===== config.mk =====
export PLATFORM = sky130hd
export DESIGN_NAME = gated_sixteen_bit_timer
export DESIGN_NICKNAME = d
export VERILOG_FILES = /design/src/gated_sixteen_bit_timer.v
export VERILOG_INCLUDE_DIRS = /design/src /design/src/src
export SDC_FILE = /design/constraint.sdc
export NUM_CORES = 1
export LEC_CHECK = 0
export ABC_AREA = 0
export BUFFER_PORTS_ARGS = -buffer_cell sky130_fd_sc_hd__buf_2
export CELL_PAD_IN_SITES_DETAIL_PLACEMENT = 2
export CELL_PAD_IN_SITES_GLOBAL_PLACEMENT = 2
export CORE_MARGIN = 2
export CORE_UTILIZATION = 25
export DETAILED_ROUTE_END_ITERATION = 10
export PLACE_DENSITY_LB_ADDON = 0.05
export SLEW_MARGIN = 20
export SYNTH_ARGS = -nofsm -noshare
export SYNTH_HDL_FRONTEND = slang
export SYNTH_SLANG_ARGS = --single-unit

===== constraint.sdc =====
create_clock -name clock -period 5.4 [get_ports clock]
set_input_delay 0.27 -clock clock [delete_from_list [all_inputs] [get_ports clock]]
set_output_delay 0.27 -clock clock [all_outputs]
set_load 0.03 [all_outputs]

===== src/gated_timer_defs.vh =====
`ifndef GATED_TIMER_DEFS_VH
`define GATED_TIMER_DEFS_VH
// ****************************************************************************
// Register map, byte addresses on the APB.
// ****************************************************************************
`define ADDR_TIMER_CTRL    12'h000
`define ADDR_GATE_CTRL     12'h004
`define ADDR_COUNT_LOW     12'h008
`define ADDR_COUNT_HIGH    12'h00C
`define ADDR_FLAGS         12'h010
`define ADDR_IRQ_ENABLE    12'h014
`define ADDR_SLEEP_CTRL    12'h018
// ****************************************************************************
// Timer control field positions.
// ****************************************************************************
`define TC_ON_BIT          0
`define TC_NOSYNC_BIT      2
`define TC_XOSC_BIT        3
`define TC_PS_LSB          4
`define TC_CS_LSB          6
`define TC_WRITE_MASK      8'hFD
// ****************************************************************************
// Gate control field positions.
// ****************************************************************************
`define GC_SS_LSB          0
`define GC_VAL_BIT         2
`define GC_GO_BIT          3
`define GC_SPM_BIT         4
`define GC_TM_BIT          5
`define GC_POL_BIT         6
`define GC_GE_BIT          7
// ****************************************************************************
// Flag bits, shared by the flag and enable registers.
// ****************************************************************************
`define FL_OVF_BIT         0
`define FL_GATE_BIT        7
// ****************************************************************************
// Selector codes and reset values.
// ****************************************************************************
`define CS_INSTR           2'h0
`define CS_SYSTEM          2'h1
`define CS_EXTERNAL        2'h2
`define GS_PIN             2'h0
`define GS_TIMER8          2'h1
`define INSTR_DIV          2'h3
`define GATE_SETTLE        3'h5
`define RESET_BYTE         8'h00
`endif


===== src/gated_sixteen_bit_timer.v =====
`include "gated_timer_defs.vh"

module gated_sixteen_bit_timer (
  input  wire        clock,
  input  wire        rst,
  input  wire        psel,
  input  wire        penable,
  input  wire        pwrite,
  input  wire [11:0] paddr,
  input  wire [31:0] pwdata,
  output reg  [31:0] prdata,
  output reg         pready,
  output reg         pslverr,
  input  wire        ext_clock_pin,
  input  wire        crystal_in_pin,
  input  wire        gate_input_pin,
  input  wire        eight_bit_timer_wrap,
  input  wire        sleep_mode,
  output reg         irq_request,
  output reg         wake_request
);

  // ****************************************************************************
  // Software visible state.
  // ****************************************************************************
  reg  [7:0]  timer_one_control_ff;  // Timer control register.
  reg  [7:0]  gate_control_reg_ff;   // Gate control; status bit is inserted on read.
  reg  [15:0] count_ff;              // The counter byte pair.
  reg         overflow_flag_ff;      // Sticky counter wrap flag.
  reg         gate_event_flag_ff;    // Sticky gate completion flag.
  reg         overflow_irq_enable_ff;   // Overflow interrupt enable.
  reg         gate_event_irq_enable_ff; // Gate event interrupt enable.
  reg  [15:0] read_hold_ff;          // Snapshot of the count that reads return.

  // ****************************************************************************
  // Internal timing state.
  // ****************************************************************************
  reg  [2:0]  ext_sync_ff;    // Three-stage pin synchroniser for the external clock.
  reg  [2:0]  xosc_sync_ff;   // Three-stage synchroniser for the crystal input.
  reg  [2:0]  gpin_sync_ff;   // Three-stage synchroniser for the gate pin.
  reg         ext_level_ff;   // Agreed level of the selected external clock.
  reg         gpin_level_ff;  // Agreed gate pin level.
  reg  [1:0]  instr_div_ff;   // Divider that forms the instruction clock enable.
  reg  [2:0]  prescale_ff;    // Hidden prescale counter.
  reg         gate_src_ff;    // Previous selected gate source level.
  reg         toggle_ff;      // Gate toggle flip-flop.
  reg         gate_val_ff;    // Current gate control value.
  reg         spm_open_ff;    // Single pulse window is open.
  reg  [2:0]  settle_ff;      // Cycles since reset, counted until the pin synchroniser has filled.

  // ****************************************************************************
  // Bus decode.
  // ****************************************************************************
  // Writes commit in the access cycle; reads are latched in the setup cycle.
  wire        bus_wr   = psel & penable & pwrite & pready;
  wire        bus_rd   = psel & ~penable & ~pwrite;
  wire        wr_tc    = bus_wr & (paddr == `ADDR_TIMER_CTRL);
  wire        wr_gc    = bus_wr & (paddr == `ADDR_GATE_CTRL);
  wire        wr_lo    = bus_wr & (paddr == `ADDR_COUNT_LOW);
  wire        wr_hi    = bus_wr & (paddr == `ADDR_COUNT_HIGH);
  wire        wr_fl    = bus_wr & (paddr == `ADDR_FLAGS);
  wire        wr_ie    = bus_wr & (paddr == `ADDR_IRQ_ENABLE);

  // Address is mapped when it names one of the registers.
  function mapped;
    input [11:0] a;
    begin
      mapped = (a == `ADDR_TIMER_CTRL) | (a == `ADDR_GATE_CTRL) | (a == `ADDR_COUNT_LOW) |
               (a == `ADDR_COUNT_HIGH) | (a == `ADDR_FLAGS) | (a == `ADDR_IRQ_ENABLE) |
               (a == `ADDR_SLEEP_CTRL);
    end
  endfunction

  // ****************************************************************************
  // Field views.
  // ****************************************************************************
  wire        timer_on_bit          = timer_one_control_ff[`TC_ON_BIT];
  wire        ext_clock_nosync_bit  = timer_one_control_ff[`TC_NOSYNC_BIT];
  wire        crystal_osc_enable    = timer_one_control_ff[`TC_XOSC_BIT];
  wire [1:0]  prescale_select       = timer_one_control_ff[`TC_PS_LSB+1:`TC_PS_LSB];
  wire [1:0]  clock_source_select   = timer_one_control_ff[`TC_CS_LSB+1:`TC_CS_LSB];
  wire [1:0]  gate_source_select    = gate_control_reg_ff[`GC_SS_LSB+1:`GC_SS_LSB];
  wire        pulse_acquire_go      = gate_control_reg_ff[`GC_GO_BIT];
  wire        gate_single_pulse_bit = gate_control_reg_ff[`GC_SPM_BIT];
  wire        gate_toggle_mode_bit  = gate_control_reg_ff[`GC_TM_BIT];
  wire        gate_polarity_bit     = gate_control_reg_ff[`GC_POL_BIT];
  wire        gate_enable_bit       = gate_control_reg_ff[`GC_GE_BIT];
  // Codes 1X name an external input; only then does the sync bit matter.
  wire        is_external           = clock_source_select[1];

  // ****************************************************************************
  // Clock source and prescaler.
  // ****************************************************************************
  // Agreed external level: crystal or pin per oscillator enable.
  wire        ext_agree = crystal_osc_enable ? (xosc_sync_ff[1] == xosc_sync_ff[2])
                                             : (ext_sync_ff[1] == ext_sync_ff[2]);
  wire        ext_new   = crystal_osc_enable ? xosc_sync_ff[2] : ext_sync_ff[2];
  // Rising edge of the external clock seen in the system domain.
  wire        ext_rise  = ext_agree & ext_new & ~ext_level_ff;

  reg         src_tick;  // One-cycle enable at the selected source rate.
  // Source mux; code 11 is reserved and gives no tick.
  always @* begin
    case (clock_source_select)
      `CS_INSTR:    src_tick = (instr_div_ff == `INSTR_DIV);
      `CS_SYSTEM:   src_tick = 1'b1;
      `CS_EXTERNAL: src_tick = ext_rise;
      default:      src_tick = 1'b0;
    endcase
  end

  // Sleep stops internal and synchronised sources, not the unsynchronised external path.
  wire        sleep_ok = ~sleep_mode | (is_external & ext_clock_nosync_bit);

  // Prescaler terminal count for the selected ratio.
  function [2:0] ps_limit;
    input [1:0] sel;
    begin
      ps_limit = (3'h1 << sel) - 3'h1;
    end
  endfunction

  wire        ps_tick = src_tick & sleep_ok & (prescale_ff == ps_limit(prescale_select));

  // ****************************************************************************
  // Gate path.
  // ****************************************************************************
  reg         gate_src;  // Selected gate source; reserved codes read low.
  always @* begin
    case (gate_source_select)
      `GS_PIN:    gate_src = gpin_level_ff;
      `GS_TIMER8: gate_src = eight_bit_timer_wrap;
      default:    gate_src = 1'b0;
    endcase
  end

  // Polarity turns the source into an active-high level before toggling.
  wire        gate_pol   = ~(gate_src ^ gate_polarity_bit);
  wire        gate_pol_q = ~(gate_src_ff ^ gate_polarity_bit);
  // A rising active level is the incrementing edge that toggle and single pulse act on.
  wire        gate_inc   = gate_pol & ~gate_pol_q;
  // Toggle is held clear while its mode is off or the timer is stopped.
  wire        nxt_toggle = (~gate_toggle_mode_bit | ~timer_on_bit) ? 1'b0 :
                           (gate_inc ? ~toggle_ff : toggle_ff);
  wire        gate_mode  = gate_toggle_mode_bit ? nxt_toggle : gate_pol;
  // Previous mode level, so that the window opens on an edge and not on a standing level.
  wire        gate_prev  = gate_toggle_mode_bit ? toggle_ff : gate_pol_q;
  // Single pulse admits only the window opened by go.
  wire        nxt_open   = gate_single_pulse_bit & (spm_open_ff ? gate_mode :
                           (pulse_acquire_go & gate_mode & ~gate_prev));
  // With single pulse on, the gate value is the window itself.
  wire        nxt_gate_val = gate_single_pulse_bit ? nxt_open : gate_mode;
  // The window closing is the trailing edge that clears go.
  wire        spm_done   = spm_open_ff & ~nxt_open;
  // Gate flops wait until the synchronised pin level is real, so reset makes no false edge.
  wire        gate_primed = (settle_ff == `GATE_SETTLE);

  // Counting needs timer on; gate only matters when enabled.
  wire        count_en = timer_on_bit & (~gate_enable_bit | gate_val_ff);
  wire        inc      = count_en & ps_tick;
  wire        wrap     = inc & (count_ff == 16'hFFFF);

  // ****************************************************************************
  // Synchronisers and dividers.
  // ****************************************************************************
  // Pin inputs pass three flops; changes accepted when stages two and three agree.
  always @(posedge clock or posedge rst) begin
    if (rst) begin
      ext_sync_ff   <= 3'h0;
      xosc_sync_ff  <= 3'h0;
      gpin_sync_ff  <= 3'h0;
      ext_level_ff  <= 1'b0;
      gpin_level_ff <= 1'b0;
      instr_div_ff  <= 2'h0;
      settle_ff     <= 3'h0;
    end else begin
      ext_sync_ff  <= {ext_sync_ff[1:0], ext_clock_pin};
      xosc_sync_ff <= {xosc_sync_ff[1:0], crystal_in_pin};
      gpin_sync_ff <= {gpin_sync_ff[1:0], gate_input_pin};
      // External level tracks the selected agreed input.
      if (ext_agree) begin
        ext_level_ff <= ext_new;
      end
      if (gpin_sync_ff[1] == gpin_sync_ff[2]) begin
        gpin_level_ff <= gpin_sync_ff[2];
      end
      instr_div_ff <= instr_div_ff + 2'h1;
      // Count the first cycles after reset, then hold.
      if (settle_ff != `GATE_SETTLE) begin
        settle_ff <= settle_ff + 3'h1;
      end
    end
  end

  // ****************************************************************************
  // Prescaler, gate and counter.
  // ****************************************************************************
  // Prescaler resets on any counter byte write.
  always @(posedge clock or posedge rst) begin
    if (rst) begin
      prescale_ff <= 3'h0;
    end else if (wr_lo | wr_hi) begin
      prescale_ff <= 3'h0;
    end else if (src_tick & sleep_ok) begin
      prescale_ff <= ps_tick ? 3'h0 : prescale_ff + 3'h1;
    end
  end

  // Gate flops follow the source every cycle, even with gating disabled.
  always @(posedge clock or posedge rst) begin
    if (rst) begin
      gate_src_ff <= 1'b0;
      toggle_ff   <= 1'b0;
      gate_val_ff <= 1'b0;
      spm_open_ff <= 1'b0;
    end else begin
      gate_src_ff <= gate_src;
      // Before the synchroniser fills, its reset level would look like a gate edge.
      if (gate_primed) begin
        toggle_ff   <= nxt_toggle;
        gate_val_ff <= nxt_gate_val;
        spm_open_ff <= nxt_open;
      end
    end
  end

  // Counter: a byte write replaces one half, otherwise increments when enabled.
  always @(posedge clock or posedge rst) begin
    if (rst) begin
      count_ff <= 16'h0000;
    end else if (wr_lo) begin
      count_ff <= {count_ff[15:8], pwdata[7:0]};
    end else if (wr_hi) begin
      count_ff <= {pwdata[7:0], count_ff[7:0]};
    end else if (inc) begin
      count_ff <= count_ff + 16'h0001;
    end
  end

  // ****************************************************************************
  // Control registers and flags.
  // ****************************************************************************
  // Set of a flag wins over a software clear in the same cycle.
  always @(posedge clock or posedge rst) begin
    if (rst) begin
      timer_one_control_ff     <= `RESET_BYTE;
      gate_control_reg_ff      <= `RESET_BYTE;
      overflow_flag_ff         <= 1'b0;
      gate_event_flag_ff       <= 1'b0;
      overflow_irq_enable_ff   <= 1'b0;
      gate_event_irq_enable_ff <= 1'b0;
    end else begin
      if (wr_tc) begin
        timer_one_control_ff <= pwdata[7:0] & `TC_WRITE_MASK;
      end
      // Go bit is cleared by hardware when the pulse window closes.
      if (wr_gc) begin
        gate_control_reg_ff <= {pwdata[7:3] & {4'hF, ~spm_done}, 1'b0, pwdata[1:0]};
      end else if (spm_done) begin
        gate_control_reg_ff[`GC_GO_BIT] <= 1'b0;
      end
      if (wr_ie) begin
        overflow_irq_enable_ff   <= pwdata[`FL_OVF_BIT];
        gate_event_irq_enable_ff <= pwdata[`FL_GATE_BIT];
      end
      // Flags are write-one-to-clear.
      // Overflow sets on the wrapping increment itself.
      if (wrap) begin
        overflow_flag_ff <= 1'b1;
      end else if (wr_fl & pwdata[`FL_OVF_BIT]) begin
        overflow_flag_ff <= 1'b0;
      end
      // Gate event sets on the falling edge of the gate value.
      if (gate_val_ff & ~nxt_gate_val) begin
        gate_event_flag_ff <= 1'b1;
      end else if (wr_fl & pwdata[`FL_GATE_BIT]) begin
        gate_event_flag_ff <= 1'b0;
      end
    end
  end

  // ****************************************************************************
  // APB slave and outputs.
  // ****************************************************************************
  // Read data is latched in the setup cycle from a snapshot retaken every cycle, so each byte read is its own sample.
  always @(posedge clock or posedge rst) begin
    if (rst) begin
      prdata       <= 32'h00000000;
      pready       <= 1'b0;
      pslverr      <= 1'b0;
      read_hold_ff <= 16'h0000;
      irq_request  <= 1'b0;
      wake_request <= 1'b0;
    end else begin
      // Every setup cycle is answered in the next cycle, with no wait states.
      pready  <= psel & ~penable;
      pslverr <= psel & ~penable & ~mapped(paddr);
      read_hold_ff <= count_ff;
      if (bus_rd) begin
        case (paddr)
          `ADDR_TIMER_CTRL: prdata <= {24'h000000, timer_one_control_ff};
          `ADDR_GATE_CTRL:  prdata <= {24'h000000, gate_control_reg_ff[7:3], gate_val_ff,
                                       gate_control_reg_ff[1:0]};
          `ADDR_COUNT_LOW:  prdata <= {24'h000000, read_hold_ff[7:0]};
          `ADDR_COUNT_HIGH: prdata <= {24'h000000, read_hold_ff[15:8]};
          `ADDR_FLAGS:      prdata <= {24'h000000, gate_event_flag_ff, 6'h00, overflow_flag_ff};
          `ADDR_IRQ_ENABLE: prdata <= {24'h000000, gate_event_irq_enable_ff, 6'h00, overflow_irq_enable_ff};
          `ADDR_SLEEP_CTRL: prdata <= {31'h00000000, sleep_ok};
          default:          prdata <= 32'h00000000;
        endcase
      end
      irq_request  <= (overflow_flag_ff & overflow_irq_enable_ff) |
                      (gate_event_flag_ff & gate_event_irq_enable_ff);
      wake_request <= sleep_mode & overflow_flag_ff & overflow_irq_enable_ff;
    end
  end

endmodule // gated_sixteen_bit_timer


# Word-level counts from Yosys, hierarchy flattened
# Cells that the tools add are included.
# W data, S select, Z words.
[classes]
add_sub_neg = 5
n_mul = 0
div_mod_pow = 0
n_lt_le_gt_ge = 0
eq_ne = 18
n_shift = 1
muxes = 23
bitwise_logic = 62
n_reduce_logical = 11
[ops]
columns = ["operator", "count"]
rows = [
  ["$pmux W8 S7", 1],
  ["$eq A12 B5 Y1 const B", 3],
  ["$and A1 B1 Y1", 32],
  ["$mux W16", 2],
  ["$eq A12 B4 Y1 const B", 2],
  ["$add A16 B1 Y16 const B", 1],
  ["$eq A16 B16 Y1 const B", 1],
  ["$not A1 Y1", 16],
  ["$mux W1", 14],
  ["$eq A12 B3 Y1 const B", 1],
  ["$logic_not A12 Y1", 1],
  ["$reduce_bool A2 Y1", 6],
  ["$or A1 B1 Y1", 11],
  ["$mux W3", 3],
  ["$mux W8", 1],
  ["$add A3 B1 Y3 const B", 2],
  ["$and A5 B5 Y5", 1],
  ["$eq A2 B1 Y1 const B", 2],
  ["$eq A2 B2 Y1 const B", 2],
  ["$logic_not A2 Y1", 2],
  ["$reduce_and A2 Y1", 2],
  ["$eq A1 B1 Y1", 3],
  ["$eq A3 B3 Y1", 1],
  ["$eq A3 B3 Y1 const B", 1],
  ["8 further kinds", 9],
]
[totals]
regBits = 109
latch_bits = 0
ram_bits = 0
romBits = 0
in_bits = 54
out_inout_bits = 36
wordCells = 147
memories = 0

# Longest topological paths before layout
[logic_depth]
word_depth = 17
ltp_mapped = 8

# Worst setup path before layout
# Ideal clock, no wire load.
[synth_path]
kind = "reg2reg"
start = "reg prescale_ff[2]"
end = "reg count_ff[14]"
arrival_ns = 1.889
required_time_ns = 5.272
slack_ns = 3.383
path_stages_with_launch = 7
n_path_buf = 0
synth_period_minus_slack_ns = 2.017
cell_sequence = "dfrtp_1 -> or4_1 -> mux2i_1 -> o2111a_2 -> nand3_2 -> o41ai_1 -> nor2_1"
[synth_between]
elab_chain_cells = 5
[synth_lines]
columns = ["element", "line_no", "source"]
rows = [
  ["from (decl)", "gated_sixteen_bit_timer.v:44", "reg [2:0] prescale_ff;"],
  ["from (signal assigned)", "gated_sixteen_bit_timer.v:205", "prescale_ff <= ps_tick ? 3'h0 : prescale_ff + 3'h1;"],
  ["$eq A3 B3 Y1", "gated_sixteen_bit_timer.v:123", "wire ps_tick = src_tick & sleep_ok & (prescale_ff == ps_limit(prescale_select));"],
  ["$and A1 B1 Y1", "gated_sixteen_bit_timer.v:123", ""],
  ["$and A1 B1 Y1", "gated_sixteen_bit_timer.v:160", "wire inc = count_en & ps_tick;"],
  ["$reduce_bool A2 Y1 (no source line)", "--", ""],
  ["$reduce_and A2 Y1 (no source line)", "--", ""],
  ["to (signal assigned)", "gated_sixteen_bit_timer.v:232", "count_ff <= {count_ff[15:8], pwdata[7:0]};"],
  ["to (signal assigned)", "gated_sixteen_bit_timer.v:234", "count_ff <= {pwdata[7:0], count_ff[7:0]};"],
  ["to (signal assigned)", "gated_sixteen_bit_timer.v:236", "count_ff <= count_ff + 16'h0001;"],
  ["to (decl)", "gated_sixteen_bit_timer.v:28", "reg [15:0] count_ff;"],
]
# Every way passes these cells.
# A chain may end at the register's enable or synchronous reset.

# Worst setup path in the final report
[layout_path]
start = "reg timer_one_control_ff[4]"
end = "reg count_ff[14]"
[layout_between]
elab_chain_cells = 7
[layout_lines]
columns = ["element", "line_no", "source"]
rows = [
  ["from (decl)", "gated_sixteen_bit_timer.v:26", "reg [7:0] timer_one_control_ff;"],
  ["from (signal assigned)", "gated_sixteen_bit_timer.v:246", "timer_one_control_ff <= `RESET_BYTE;"],
  ["from (signal assigned)", "gated_sixteen_bit_timer.v:254", "timer_one_control_ff <= pwdata[7:0] & `TC_WRITE_MASK;"],
  ["$shl A1 B2 Y3", "gated_sixteen_bit_timer.v:119", "ps_limit = (3'h1 << sel) - 3'h1;"],
  ["$sub A3 B1 Y3", "gated_sixteen_bit_timer.v:119", ""],
  ["$eq A3 B3 Y1", "gated_sixteen_bit_timer.v:123", ""],
  ["$and A1 B1 Y1", "gated_sixteen_bit_timer.v:123", ""],
  ["$and A1 B1 Y1", "gated_sixteen_bit_timer.v:160", ""],
  ["$reduce_bool A2 Y1 (no source line)", "--", ""],
  ["$reduce_and A2 Y1 (no source line)", "--", ""],
]
# Every way passes these cells.

==> impl_metrics.tcl <==
set metrics [dict create \
    grt_pass1_vias 3283 \
    rr_worst_depth 6 \
    r2r_slack_ns 2.83 \
    rsz0062_at_grt "no" \
    num_rows 46 \
    synth_area_sq_mm 0.00410 \
    regArea_sq_mm 0.00213 \
    hold_end "gpin_sync_ff[0]" \
    clk-insertion-delay-late_ns 0.35 \
    pin_count 90 \
    arrival_ns 2.80 \
    setup-tns-final_ns 0 \
    yosysUniqueCellTypes 60 \
    start_kind "flop" \
    fin_skew_ns 0.00814 \
    initial_core_util 0.257 \
    path_class "flop to flop" \
    die_area_sq_mm 0.0174 \
    die_w_um 132 \
    ys.warnings.count 0 \
    endpoint_kind "flop" \
    reg2reg_to "count_ff[14]" \
    grt_max_degree 56 \
    drt_wl_total_um 12100 \
    multi_input_area_sq_mm 0.00176 \
    vdd_drop_max_uv 161 \
    drt_iter0_markers 146 \
    fin_nets 477 \
    synth_area_leaders "dfrtp_1, mux2_2, buf_4" \
    r2r_start "timer_one_control_ff[4]" \
    track_usage 0.147 \
    dr.pass1.iters 4 \
    clk_pin_slew_ns 0.07 \
    cap_violations 0 \
    htree_levels 3 \
    drcViolationCount 0 \
    gp_congestion 0.778 \
    grt_util_met3 0.0358 \
    finalCritPeriodShare 0.477 \
    antenna_found_initial 0 \
    final_cell_mix "dfrtp_1, buf_2, nor2_1" \
    fin_crit_ns 2.57 \
    fin_util 0.298 \
    power.density_mw_per_mm2 298 \
    synth-seq-cells 85 \
    worst_pin_slew_ns 0.706 \
    slew_viol_final 0 \
    holdCritStartpoint "gate_input_pin" \
    min_path_type "input port to flop" \
    synth_top_area_share 0.519 \
    yosysTopAreaCell "dfrtp_1" \
    wl_per_cell_um 18.9 \
    drive_gt1_frac 0.220 \
    dp_hpwl_um 8850 \
    p_leak_nw 2.21 \
    grt_use_met1 0.200 \
    numCtsBuffers 9 \
    routed_via_density 4.64 \
    fill_cells 1781 \
    hold_viol 0 \
    top_usage_layer "met2" \
    met2_usage 0.232 \
    outcome "finished, final reports clean" \
    cts_tree "yes" \
    die_h_um 132 \
    worstPathRequired_ns 5.63 \
    clock_path_buffers 2 \
    yosys_most_used_dff "dfrtp_1" \
    postRouteAntennaNets 0 \
    antennaDiodeCount 0 \
    async_flop_share 1.00 \
    syn2layout_area_growth_pct 16.1 \
    min_path_cells 1 \
    synthCells 377 \
    layout_commonest_cell "dfrtp_1" \
    syn_avg_cell_area_sq_um 10.9 \
    portBuffers 41 \
    crit_fanout 14 \
    fmax_mhz 389 \
    vias 2965 \
    grt_remaining_overflow 0 \
    core_area_sq_mm 0.0159 \
    clkSinkCount 85 \
    grt_pass1_wl_um 19500 \
    slew_headroom 0.529 \
    synth_edf_count 0 \
    yosysSeqAreaShare 0.519 \
    setup_viol 0 \
    cts-root-buf "clkbuf_16" \
]
[final cells by class]
type | count | area share
clock buffer | 10 | 0.0502
clock inverter | 6 | 0.0182
inverter | 12 | 0.00973
multi-input combinational | 267 | 0.371
sequential | 85 | 0.447
tap | 216 | 0.0568
timing repair buffer | 43 | 0.0468
[cells by family (layout without fill, tap and decap cells)]
| group | after synthesis | in the layout | synth area share |
|---|---|---|---|
| multiplexers | 33 | 33 | 0.104 |
| AO/OA/AOI/OAI | 57 | 57 | 0.0947 |
| AND/OR/NAND/NOR | 137 | 137 | 0.170 |
| buffers and inverters | 48 | 71 | 0.0715 |
| adder cells (fa/ha/maj) | 7 | 7 | 0.0202 |
| flip-flops | 85 | 85 | 0.519 |
| other | 1 | 24 | 0.000915 |
| XOR/XNOR | 9 | 9 | 0.0192 |
[stage by stage]
step / instance area (sq um) / std cells / power, mW / hold WS (ns) / setup WS [ns]
2_1_floorplan: 4180 / 400 / 0.728 / 0.301 / 2.94
3_3_place_gp: 4420 / 622 / 0.744 / 0.338 / 2.75
3_5_place_dp: 4420 / 622 / 0.745 / 0.340 / 2.69
4_1_cts: 4760 / 639 / 1.45 / 0.00527 / 2.76
5_1_grt: 4760 / 639 / 1.47 / 0.00893 / 2.64
6_report: 4760 / 639 / 1.42 / 0.0218 / 2.83
[worst max-delay path: stages (launching register included)]
cell	delay, ns
dfrtp_1	0.44
or4_1	0.52
mux2i_1	0.27
o2111a_2	0.47
nand3_2	0.26
o41ai_1	0.41
nor2_1	0.08
[report_power, final]
| part | leakage [nW] | total [mW] | internal, mW | switching (mW) |
|---|---|---|---|---|
| combinational | 0.912 | 0.0826 | 0.0191 | 0.0635 |
| clock | 0.158 | 0.687 | 0.417 | 0.270 |
| sequential | 1.14 | 0.649 | 0.644 | 0.00521 |
[state kept, by name, summed over array words and instances, names as in the netlist, 2 cells and up]
name	cells
count_ff	16
ext_sync_ff	3
gate_control_reg_ff	7
gpin_sync_ff	3
instr_div_ff	2
prdata	8
prescale_ff	3
read_hold_ff	16
settle_ff	3
timer_one_control_ff	7
xosc_sync_ff	3
[worst max-delay path by stage]
stage | start | endpoint | slack, ns | cells after the start
CTS | timer_one_control_ff[4] | count_ff[14] | 2.76 | 6
global placement | paddr[10] | count_ff[5] | 2.75 | 6
floorplan | rst | count_ff[0] | 2.94 | 1
global route | timer_one_control_ff[4] | count_ff[14] | 2.64 | 6
finish | timer_one_control_ff[4] | count_ff[14] | 2.83 | 6
detailed placement | paddr[10] | count_ff[6] | 2.69 | 6
[per-layer routing]
metal  routed length (um)  share of wire  vias up
li1                     -              -     1383
met1                 5890           0.49     1524
met2                 5640           0.47       47
met3                  409          0.034       11
met4                  154          0.013        0
met5                    0              0        -
[synth_stat cells (all sizes together), types with 5 or more instances]
cell	number
a21oi	15
and3	8
buf	27
clkbuf	8
dfrtp	85
ha	5
inv	12
mux2	18
mux2i	9
mux4	6
nand2	30
nand3	17
nand4	7
nor2	37
nor3	9
nor4	5
o21ai	14
xor2	7
[what timing repair did]
item                      4_1_cts  5_1_grt
hold endpoints to repair       30        0
hold buffers                    1        0
resized for setup               0        0
buffers inserted                0        0
Note: power is estimated with default switching activity, not from simulation.
